==> src/sssp_consts.vh <==
// Constants for the serial port status, prescale and interrupt id registers.
// Assumes a 32-bit register port with byte offsets.
`ifndef SSSP_CONSTS_VH
`define SSSP_CONSTS_VH

// Register byte offsets
`define SSSP_ADDR_W 8
`define SSSP_OFS_STATUS 8'h0C
`define SSSP_OFS_PRESCALE 8'h10
`define SSSP_OFS_IRQ_ID 8'h14

// Status register fields
`define SSSP_ST_TX_EMPTY 0
`define SSSP_ST_TX_NOT_FULL 1
`define SSSP_ST_RX_NOT_EMPTY 2
`define SSSP_ST_RX_FULL 3
`define SSSP_ST_BUSY 4
`define SSSP_ST_RESET 32'h00000003

// Interrupt identification fields
`define SSSP_ID_RX_SERVICE 0
`define SSSP_ID_TX_SERVICE 1
`define SSSP_ID_OVERRUN 2

// Prescale divisor field
`define SSSP_DIV_W 8
`define SSSP_DIV_MSB 7
`define SSSP_DIV_RESET 8'h00

// FIFO geometry
`define SSSP_LVL_W 4
`define SSSP_FIFO_DEPTH 4'h8
`define SSSP_FIFO_HALF 4'h4
`define SSSP_LVL_ZERO 4'h0

// Common values
`define SSSP_WORD_ZERO 32'h00000000
`define SSSP_CNT_ONE 8'h01

`endif

==> src/sssp_regs.v <==
// Status, clock prescale and interrupt identification registers of the
// synchronous serial port, with the prescale divider and interrupt lines.
// Assumes FIFO levels, frame activity, overrun events and interrupt enables
// arrive from logic on clk_i; the register port never stalls.
//
// What this block does
// Status register is read-only and resets to 0x0003.
// Bit 4 busy while a frame moves or transmit FIFO holds data.
// Bit 3 set when the receive FIFO has no free entry.
// Bit 2 set when the receive FIFO holds at least one entry.
// Bit 1 clear only when the transmit FIFO is full.
// Bit 0 set when the transmit FIFO is empty.
// Status bits 31:5 reserved; software ignores them, here they read zero.
// Prescale bits 7:0 hold the divisor, reset zero, dividing the clock.
// Divisor bit 0 is fixed at zero on write and read.
// Software programs an even divisor from 2 to 254.
// Software writes zero into prescale bits 31:8.
// Reads at 0x14 return interrupt status; writes there are overrun clear.
// Id bit 2 follows the receive overrun interrupt line.
// Id bit 1 follows the transmit service interrupt line.
// Id bit 0 follows the receive service interrupt line.
// Id bits 31:3 always read zero.
// Enabled transmit service interrupt asserts at half-full or less.
// Enabled receive service interrupt asserts at half-full or more.
// Any write to 0x14 clears only the overrun interrupt.
// Reads show current state and have no side effects.
//
// Notes for integrators
// - Status and id reads show the state seen at the read edge.
// - Overrun: an event in the same cycle as a clear write wins;
//   enable low clears the interrupt over any event.
// - The divider runs from clk_i; a zero divisor stops the tick
//   and any divisor write restarts the count.
// - FIFO depth is eight entries; the half-full mark is four.
// - Reserved status bits read zero; software must not rely on it.
// - Read data stands for one cycle, then falls back to zero.
`include "sssp_consts.vh"
`timescale 1ns/1ps
`default_nettype none

module sssp_regs
(
    // Clock and reset
    input wire clk_i,
    input wire rst_i,

    // Register port
    input wire [7:0] addr_i,
    input wire [31:0] wdata_i,
    input wire wr_i,
    input wire rd_i,
    output reg [31:0] rdata_o,

    // Port state from the FIFOs and shifters
    input wire [3:0] tx_level_i,
    input wire [3:0] rx_level_i,
    input wire frame_active_i,
    input wire overrun_event_i,

    // Interrupt enables from the control register
    input wire overrun_en_i,
    input wire tx_irq_en_i,
    input wire rx_irq_en_i,

    // Interrupt lines
    output reg rx_overrun_irq_o,
    output reg tx_service_irq_o,
    output reg rx_service_irq_o,

    // Prescaled clock
    output reg [7:0] prescale_divisor_o,
    output reg prescale_tick_o
);

    // Register state
    reg [7:0] div_ff;
    reg [7:0] nxt_div;
    reg [7:0] cnt_ff;
    reg [7:0] nxt_cnt;
    reg tick_ff;
    reg nxt_tick;
    reg ovr_ff;
    reg nxt_ovr;
    reg txs_ff;
    reg nxt_txs;
    reg rxs_ff;
    reg nxt_rxs;
    reg [31:0] rdata_ff;
    reg [31:0] nxt_rdata;

    // Decoded accesses
    wire wr_prescale;
    wire wr_clear;
    wire [31:0] status_word;
    wire [31:0] id_word;
    wire [31:0] prescale_word;

    // Address decode for the writable locations
    assign wr_prescale = wr_i && (addr_i == `SSSP_OFS_PRESCALE);
    assign wr_clear = wr_i && (addr_i == `SSSP_OFS_IRQ_ID);

    // Status word built from live FIFO state, reserved bits zero
    assign status_word[`SSSP_ST_TX_EMPTY] =
        (tx_level_i == `SSSP_LVL_ZERO);
    assign status_word[`SSSP_ST_TX_NOT_FULL] =
        (tx_level_i != `SSSP_FIFO_DEPTH);
    assign status_word[`SSSP_ST_RX_NOT_EMPTY] =
        (rx_level_i != `SSSP_LVL_ZERO);
    assign status_word[`SSSP_ST_RX_FULL] =
        (rx_level_i == `SSSP_FIFO_DEPTH);
    assign status_word[`SSSP_ST_BUSY] =
        frame_active_i || (tx_level_i != `SSSP_LVL_ZERO);
    assign status_word[31:5] = 27'h0000000;

    // Interrupt id word from the interrupt line flops
    assign id_word[`SSSP_ID_RX_SERVICE] = rxs_ff;
    assign id_word[`SSSP_ID_TX_SERVICE] = txs_ff;
    assign id_word[`SSSP_ID_OVERRUN] = ovr_ff;
    assign id_word[31:3] = 29'h00000000;

    // Prescale word, upper reserved bits zero
    assign prescale_word = {24'h000000, div_ff};

    // Divisor register: even values only
    always @*
    begin
        nxt_div = div_ff;
        if (wr_prescale)
        begin
            nxt_div = {wdata_i[`SSSP_DIV_MSB:1], 1'b0};
        end
    end

    // Prescale counter; a zero divisor stops the tick
    always @*
    begin
        nxt_cnt = cnt_ff;
        nxt_tick = 1'b0;
        if (wr_prescale || (div_ff == `SSSP_DIV_RESET))
        begin
            nxt_cnt = `SSSP_DIV_RESET;
        end
        else if (cnt_ff >= (div_ff - `SSSP_CNT_ONE))
        begin
            nxt_cnt = `SSSP_DIV_RESET;
            nxt_tick = 1'b1;
        end
        else
        begin
            nxt_cnt = cnt_ff + `SSSP_CNT_ONE;
        end
    end

    // Overrun interrupt: sticky, a new event wins over the clear
    always @*
    begin
        nxt_ovr = ovr_ff;
        if (!overrun_en_i)
        begin
            nxt_ovr = 1'b0;
        end
        else if (overrun_event_i)
        begin
            nxt_ovr = 1'b1;
        end
        else if (wr_clear)
        begin
            nxt_ovr = 1'b0;
        end
    end

    // Service interrupts follow FIFO thresholds
    always @*
    begin
        nxt_txs = tx_irq_en_i && (tx_level_i <= `SSSP_FIFO_HALF);
        nxt_rxs = rx_irq_en_i && (rx_level_i >= `SSSP_FIFO_HALF);
    end

    // Read mux; reads change no state
    always @*
    begin
        nxt_rdata = `SSSP_WORD_ZERO;
        if (rd_i)
        begin
            case (addr_i)
                `SSSP_OFS_STATUS:
                begin
                    nxt_rdata = status_word;
                end
                `SSSP_OFS_PRESCALE:
                begin
                    nxt_rdata = prescale_word;
                end
                `SSSP_OFS_IRQ_ID:
                begin
                    nxt_rdata = id_word;
                end
                default:
                begin
                    nxt_rdata = `SSSP_WORD_ZERO;
                end
            endcase
        end
    end

    // Divisor and prescale counter registers
    always @(posedge clk_i)
    begin
        if (rst_i)
        begin
            div_ff <= `SSSP_DIV_RESET;
            cnt_ff <= `SSSP_DIV_RESET;
            tick_ff <= 1'b0;
        end
        else
        begin
            div_ff <= nxt_div;
            cnt_ff <= nxt_cnt;
            tick_ff <= nxt_tick;
        end
    end

    // Interrupt line registers
    always @(posedge clk_i)
    begin
        if (rst_i)
        begin
            ovr_ff <= 1'b0;
            txs_ff <= 1'b0;
            rxs_ff <= 1'b0;
        end
        else
        begin
            ovr_ff <= nxt_ovr;
            txs_ff <= nxt_txs;
            rxs_ff <= nxt_rxs;
        end
    end

    // Read data register
    always @(posedge clk_i)
    begin
        if (rst_i)
        begin
            rdata_ff <= `SSSP_WORD_ZERO;
        end
        else
        begin
            rdata_ff <= nxt_rdata;
        end
    end

    // Read data output flop, zero outside the answer cycle
    always @(posedge clk_i)
    begin
        if (rst_i)
        begin
            rdata_o <= `SSSP_WORD_ZERO;
        end
        else
        begin
            rdata_o <= nxt_rdata;
        end
    end

    // Interrupt output flops mirror the line registers
    always @(posedge clk_i)
    begin
        if (rst_i)
        begin
            rx_overrun_irq_o <= 1'b0;
            tx_service_irq_o <= 1'b0;
            rx_service_irq_o <= 1'b0;
        end
        else
        begin
            rx_overrun_irq_o <= nxt_ovr;
            tx_service_irq_o <= nxt_txs;
            rx_service_irq_o <= nxt_rxs;
        end
    end

    // Divisor and tick output flops
    always @(posedge clk_i)
    begin
        if (rst_i)
        begin
            prescale_divisor_o <= `SSSP_DIV_RESET;
            prescale_tick_o <= 1'b0;
        end
        else
        begin
            prescale_divisor_o <= nxt_div;
            prescale_tick_o <= nxt_tick;
        end
    end

endmodule // sssp_regs

`default_nettype wire

==> config.mk <==
export PLATFORM = sky130hd
export DESIGN_NAME = sssp_regs
export DESIGN_NICKNAME = d
export VERILOG_FILES = /design/src/sssp_regs.v
export VERILOG_INCLUDE_DIRS = /design/src
export SDC_FILE = /design/constraint.sdc
export NUM_CORES = 1
export LEC_CHECK = 0
export BUFFER_PORTS_ARGS = -buffer_cell sky130_fd_sc_hd__buf_4
export CORE_UTILIZATION = 38
export DETAILED_ROUTE_END_ITERATION = 8
export GPL_ROUTABILITY_DRIVEN = 0
export GPL_TIMING_DRIVEN = 0
export PLACE_DENSITY = 0.76
export RECOVER_POWER = 25
export REMOVE_ABC_BUFFERS = 1
export SLEW_MARGIN = 0
export SYNTH_ARGS = -nofsm -noshare
export SYNTH_HDL_FRONTEND = slang
export SYNTH_SLANG_ARGS = --single-unit
==> constraint.sdc <==
create_clock -name clk_i -period 1.9 [get_ports clk_i]
set_input_delay 0.19 -clock clk_i [delete_from_list [all_inputs] [get_ports clk_i]]
set_output_delay 0.19 -clock clk_i [all_outputs]
set_load 0.1 [all_outputs]
==> results of run 1 <==
-- metrics by stage --
step | TNS (ps) | power [uW]
floorplan | -6520 | 843
global placement | -2040 | 909
detailed placement | -2370 | 910
CTS | -115 | 1240
global route | -1040 | 1270
finish | -12.7 | 1230
-- registers in the layout, summed over array words and instances (netlist names) --
name / count
rdata_o: 8
cnt_ff: 8
tx_service_irq_o: 1
rx_service_irq_o: 1
prescale_tick_o: 1
rx_overrun_irq_o: 1
prescale_divisor_o: 7
-- worst min path at each step --
stage                                  endpoint  slack, ps  cells after the start
after floorplan           prescale_divisor_o[1]        260                      1
after global placement         tx_service_irq_o        420                      2
after detailed placement       tx_service_irq_o        420                      2
after CTS                      tx_service_irq_o        130                      2
after global routing           tx_service_irq_o        120                      2
final                          tx_service_irq_o        130                      2
-- power groups by stage --
| stage | Clock, uW | Combinational, uW | Sequential (uW) |
|---|---|---|---|
| floorplan | 0 | 237 | 606 |
| global placement | 0 | 325 | 584 |
| detailed placement | 0 | 326 | 584 |
| CTS | 350 | 327 | 568 |
| global route | 372 | 334 | 569 |
| finish | 339 | 324 | 568 |
-- synthesized netlist by cell type --
master	instances
nor4b_1	1
nor3b_1	3
nor2b_1	2
a21oi_1	12
and2b_2	1
conb_1	1
a41oi_1	1
xor2_1	3
clkbuf_1	1
nor2_1	12
inv_1	5
buf_2	1
o21ai_0	1
nor3_1	9
dfxtp_1	27
ha_1	10
and2b_1	1
xnor2_1	8
a22oi_1	3
nor4_1	1
and3_1	6
a32oi_1	1
and4bb_2	1
o21a_1	1
and4b_1	2
a21o_1	1
or4b_1	1
or4_1	1
nand2b_1	1
nor4_4	1
nand3_2	1
nand4_1	4
buf_4	26
a22o_1	2
nand3_1	6
o221ai_2	1
nand2_1	20
-- cell type report --
cell class | count | area [um2] | area share [%]
Multi-Input combinational cell | 144 | 940 | 46.5
Clock inverter | 1 | 7.51 | 0.372
Timing Repair Buffer | 55 | 404 | 20.0
Tap cell | 48 | 60.1 | 2.97
Sequential cell | 27 | 549 | 27.2
Inverter | 5 | 18.8 | 0.929
Clock buffer | 3 | 41.3 | 2.04
-- critical path: cells and delay by family (launching register included) --
kind | cells | cell delay, ps
flops | 1 | 370
fa+ha+maj | 2 | 480
simple gates | 2 | 280
buf+inv | 1 | 110
compound gates | 2 | 430
xor+xnor | 1 | 150
-- cell families after synthesis --
logic type	Yosys count	share of synthesized area, %
flip-flops	27	34.8
AND/OR/NAND/NOR	74	26.5
other	1	0.242
XOR/XNOR	11	6.21
adder cells (fa/ha/maj)	10	8.06
AO/OA/AOI/OAI	23	9.83
buffers and inverters	33	14.3
-- routing by layer --
| layer | track usage [%] | vias to the layer above | part of all wire, % | routed length, um |
|---|---|---|---|---|
| li1 | - | 691 | - | - |
| met1 | 22.0 | 660 | 42 | 1540 |
| met2 | 27.7 | 68 | 48 | 1730 |
| met3 | 1.72 | 13 | 6.2 | 223 |
| met4 | 8.97 | 0 | 3.6 | 132 |
| met5 | 0 | - | 0 | 0 |
-- repair_timing --
| item | in CTS | in global routing |
|---|---|---|
| gates cloned | 1 | 0 |
| setup buffers | 3 | 2 |
| gates resized for setup | 14 | 3 |
| setup endpoints to repair | 9 | 9 |
| hold buffers | 0 | 0 |
| pin swaps | 11 | 9 |
==> metrics.md, run 1 <==
| Metric | Value |
|---|---|
| Commonest non-fill, non-tap cell in the layout | buf_4 |
| Die Y | ~66 um |
| Drt total wl | between 3000 and 4000 um |
| Switching Power | 460 uW |
| TritonRoute pass-1 iters | 5 |
| Total GRT Usage | between 10% and 20% |
| WHS | 126 ps |
| Power per Cell Area | between 600 and 700 nW/um2 |
| Sink Count | 27 |
| Worst reg2reg path depth | 8 |
| Antenna violations before repair | 0 |
| Full die area | 4350 um2 |
| Max stage delay cell, worst path | dfxtp_4 |
| Setup slack, reg-to-reg | -8 ps |
| Row count | 22 |
| Overall overflow remaining after global route | 0 |
| Initial core utilization | just over 40% |
| Reg-to-Reg Start | prescale_divisor_o[2] |
| Synth unique cells | 37 |
| Non-Filler Instances | approximately 280 |
| First-pass GRT wire length | approximately 5600 um |
| Post-layout util | a little over half |
| Placed Area | between 1500 and 2000 um2 |
| Final ANT Viol Nets | 0 |
| Combinational fraction of design power | 26.3% |
| Final Cell Area | just over 2000 um2 |
| Max-slew violations | 0 |
| Vias | between 1000 and 1500 |
| Reg-to-reg endpoint | cnt_ff[5] |
| Tightest Hold Check Type | input port to register |
| H-tree Lvls | 1 |
| Worst Setup SP | prescale_divisor_o[2] |
| Setup violators final | 2 |
| Yosys warns | 0 |
| Die span in x | 65.9 um |
| Commonest non-fill, non-tap cells in the layout | buf_4 (51), conb_1 (25), dfxtp_1 (24), nand2_1 (20), nor2_1 (11) |
| Area growth, synth to finish | 30.1% |
| Layout cell share with drive strength beyond 1 | 31.9% |
| Crit path max fanout | 5 |
| Synth top area cells | dfxtp_1 (35%), buf_4 (13%), ha_1 (8.1%), nand2_1 (4.8%), xnor2_1 (4.5%) |
| Mapped Area | approximately 1600 um2 |
| Reg clk slew, reported paths | 100 ps |
| Vias/cell | 5.06 |
| Critical Path Sink Type | register |
| Ant. Diodes | 0 |
| Core area | 3800 um2 |
| Cell count after synthesis | 179 |
| Final Hold Vio Count | 0 |
| CP Cell Sequence | inv_1, ha_4, nand2_1, xor2_1, ha_1, a21oi_2, o221ai_4, nor3_1 |
| F_max | between 500 and 600 MHz |
| Port Buffers | 50 |
| RSZ-0062 raised after global routing | true |
| Slew HR | 48.1% |
| Mean Syn Cell Area | around 8.7 um2 |
| Worst slew pin tran | approximately 770 ps |
| Yosys reg bits | 27 |
| VDD IR-drop max | 272 uV |
| Hpwl dp | between 2000 and 3000 um |
| Leak | 0.000898 uW |
| Crit path largest cell delay | between 300 and 400 ps |
| Max-cap viol count | 0 |
| Pin count of the biggest net entering global routing | 17 |
| Sequential area share after synthesis | a little over a third |
| Fin crit share | 100% |
| Root buffer cell | clkbuf_8 |
| WP data required | about 2100 ps |
| Status | complete, but fails checks |
| Synth top area share | 34.8% |
| Start point of the worst hold path | tx_irq_en_i |
| Clock share of power | 27.5% |
| Min Tclk post-route | between 1500 and 2000 ps |
| Yosys top cell by area | dfxtp_1 |
| Failing checks | negative setup slack |
| Num ports | around 100 |
| Vias in the first global route | between 1000 and 1500 |
| Remaining DRCs | 0 |
| CTS tree | built |
| Final net count | ~300 |
| Sw frac | 37.3% |
| DR WL/cell | roughly 13 um |
| Clk_lat worst skew | about 280 ps |
| Clock skew | 9.36 ps |
| CTS Buffer Depth | 2 |
| Total CTS buffers | 3 |
| Internal power | between 700 and 800 uW |
| Filler Cell Count | 375 |
| End of the critical path | cnt_ff[5] |
| Setup WS pre-CTS | -280 ps |
| Crit path DAT | approximately 2100 ps |
| Post-route setup slack | -7.87 ps |
| Startpoint types | register |
| DRT iter0 DRCs | 54 |
| Critical path class | register to register |
| Register share of total power | a little under half |
| Placed Cells | roughly 270 |
Note: power is estimated with default switching activity, not from simulation.
==> run 2: changes to the inputs <==
SETUP_SLACK_MARGIN = 0.3   (was not set)
==> metrics.md, run 2 (synthesized netlist as in run 1, its figures left out) <==
| Metric | Value |
|---|---|
| Post-route setup slack | -7.88 ps (was -7.87 ps) |
| Ant. Diodes | 0 (unchanged) |
| Switching Power | 460 uW (about the same) |
| Row count | 22 (unchanged) |
| Hpwl dp | 2620 um (unchanged) |
| Min Tclk post-route | 1910 ps (about the same) |
| WHS | 126 ps (about the same) |
| Sink Count | 27 (unchanged) |
| Remaining DRCs | 0 (unchanged) |
| Power per Cell Area | 609 nW/um2 (about the same) |
| Startpoint types | register (unchanged) |
| Max-cap viol count | 0 (unchanged) |
| Fin crit share | 100% (about the same) |
| Area growth, synth to finish | 30.1% (unchanged) |
| Crit path DAT | 2110 ps (about the same) |
| Crit path max fanout | 5 (unchanged) |
| Total GRT Usage | 17.0% (about the same) |
| F_max | 524 MHz (about the same) |
| Largest regs | cnt_ff x8, rdata_o x8, prescale_divisor_o x7 (unchanged) |
| Full die area | 4350 um2 (unchanged) |
| DR WL/cell | 12.8 um (unchanged) |
| Layout cell share with drive strength beyond 1 | 31.9% (unchanged) |
| Filler Cell Count | 375 (unchanged) |
| Reg clk slew, reported paths | 100 ps (about the same) |
| Final ANT Viol Nets | 0 (unchanged) |
| Worst reg2reg path depth | 8 (unchanged) |
| CTS tree | built (unchanged) |
| WP data required | 2100 ps (about the same) |
| Overall overflow remaining after global route | 0 (unchanged) |
| Failing checks | negative setup slack (unchanged) |
| Internal power | 772 uW (about the same) |
| Initial core utilization | 40.9% (unchanged) |
| # hold bufs at CTS | 0 (unchanged) |
| Post-layout util | 53.2% (unchanged) |
| Antenna violations before repair | 0 (unchanged) |
| Combinational fraction of design power | 26.3% (about the same) |
| RSZ-0062 raised after global routing | true (unchanged) |
| Register share of total power | 46.1% (about the same) |
| Port Buffers | 50 (unchanged) |
| Hold path cells | 2 (unchanged) |
| Num ports | 101 (unchanged) |
| First-pass GRT wire length | 5580 um (was 5590 um) |
| Vias | 1429 (was 1432) |
| Max-slew violations | 0 (unchanged) |
| Commonest non-fill, non-tap cell in the layout | buf_4 (unchanged) |
| Register area | 549 um2 (unchanged) |
| TritonRoute pass-1 iters | 5 (unchanged) |
| Pin count of the biggest net entering global routing | 17 (unchanged) |
| VDD IR-drop max | 272 uV (unchanged) |
| Critical path class | register to register (unchanged) |
| Sw frac | 37.3% (about the same) |
| CTS Buffer Depth | 2 (unchanged) |
| Leak | 0.000898 uW (unchanged) |
| Die span in x | 65.9 um (unchanged) |
| Setup WS pre-CTS | -280 ps (unchanged) |
| DRT iter0 DRCs | 54 (unchanged) |
| H-tree Lvls | 1 (unchanged) |
| Root buffer cell | clkbuf_8 (unchanged) |
| Total CTS buffers | 3 (unchanged) |
| Commonest non-fill, non-tap cells in the layout | buf_4 (51), conb_1 (25), dfxtp_1 (24), nand2_1 (20), nor2_1 (11) (unchanged) |
| Die Y | 65.9 um (unchanged) |
| Clock share of power | 27.5% (about the same) |
| Final net count | 303 (unchanged) |
| Core area | 3800 um2 (unchanged) |
| Final Hold Vio Count | 0 (unchanged) |
| Clk_lat worst skew | 280 ps (about the same) |
| Vias/cell | 5.05 (was 5.06) |
| Critical Path Sink Type | register (unchanged) |
| Setup violators final | 2 (unchanged) |
| Tightest Hold Check Type | input port to register (unchanged) |
| Vias in the first global route | 1194 (was 1196) |
| Status | complete, but fails checks (unchanged) |
| Worst slew pin tran | 771 ps (unchanged) |
| Drt total wl | 3630 um (unchanged) |
| Clock skew | 9.34 ps (was 9.36 ps) |
| Multi-input gate area | 940 um2 (unchanged) |
| Slew HR | 48.1% (unchanged) |
run 2: cell counts in the layout (fill, tap and decap cells not counted):
No cell type changed its count.
run 2: power groups by stage:
| stage | combinational (uW) | sequential [uW] | clock (uW) |
|---|---|---|---|
| after floorplan | 237 | 606 | 0 |
| after global placement | 325 | 584 | 0 |
| after detailed placement | 326 | 584 | 0 |
| after CTS | 327 | 568 | 350 |
| after global routing | 334 | 569 | 372 |
| final | 324 | 568 | 339 |
run 2: layout make-up:
cell class,instances,area share [%]
Clock buffer,3,2.04
Clock inverter,1,0.372
Inverter,5,0.929
Multi-Input combinational cell,144,46.5
Sequential cell,27,27.2
Tap cell,48,2.97
Timing Repair Buffer,55,20.0
run 2: path summary, 6_finish.rpt:
check	slack [ps]	from	to
max	-8	prescale_divisor_o[2]	cnt_ff[5]
min	130	tx_irq_en_i	tx_service_irq_o
max reg2reg	-8	prescale_divisor_o[2]	cnt_ff[5]
min reg2reg	520	prescale_divisor_o[1]	prescale_divisor_o[1]
run 2: through the flow:
stage / TNS [ps] / total power (uW) / instances / cell area, um2
after floorplan: -6520 / 843 / 175 / 1440
after global placement: -2040 / 909 / 273 / 1870
after detailed placement: -2370 / 910 / 273 / 1870
after CTS: -115 / 1240 / 281 / 2020
after global routing: -1040 / 1270 / 283 / 2020
final: -12.8 / 1230 / 283 / 2020
run 2: per-layer routing:
layer	vias up	GRT usage, %	routed length (um)
li1	691	-	-
met1	661	22.0	1540
met2	66	28.1	1750
met3	11	1.55	219
met4	0	8.15	118
met5	-	0	0
run 2: timing repair:
action                     4_1_cts  5_1_grt
buffers inserted                 3        2
pin swaps                       12        8
cloned                           1        0
resized for setup               14        3
setup endpoints to repair        9        9
run 2: worst max-delay path, stage by stage, from the launching register on:
cell and delay [ps]:
dfxtp_4 370, inv_1 110, ha_4 160, nand2_1 80
xor2_1 150, ha_1 320, a21oi_2 260, o221ai_4 170
nor3_1 200
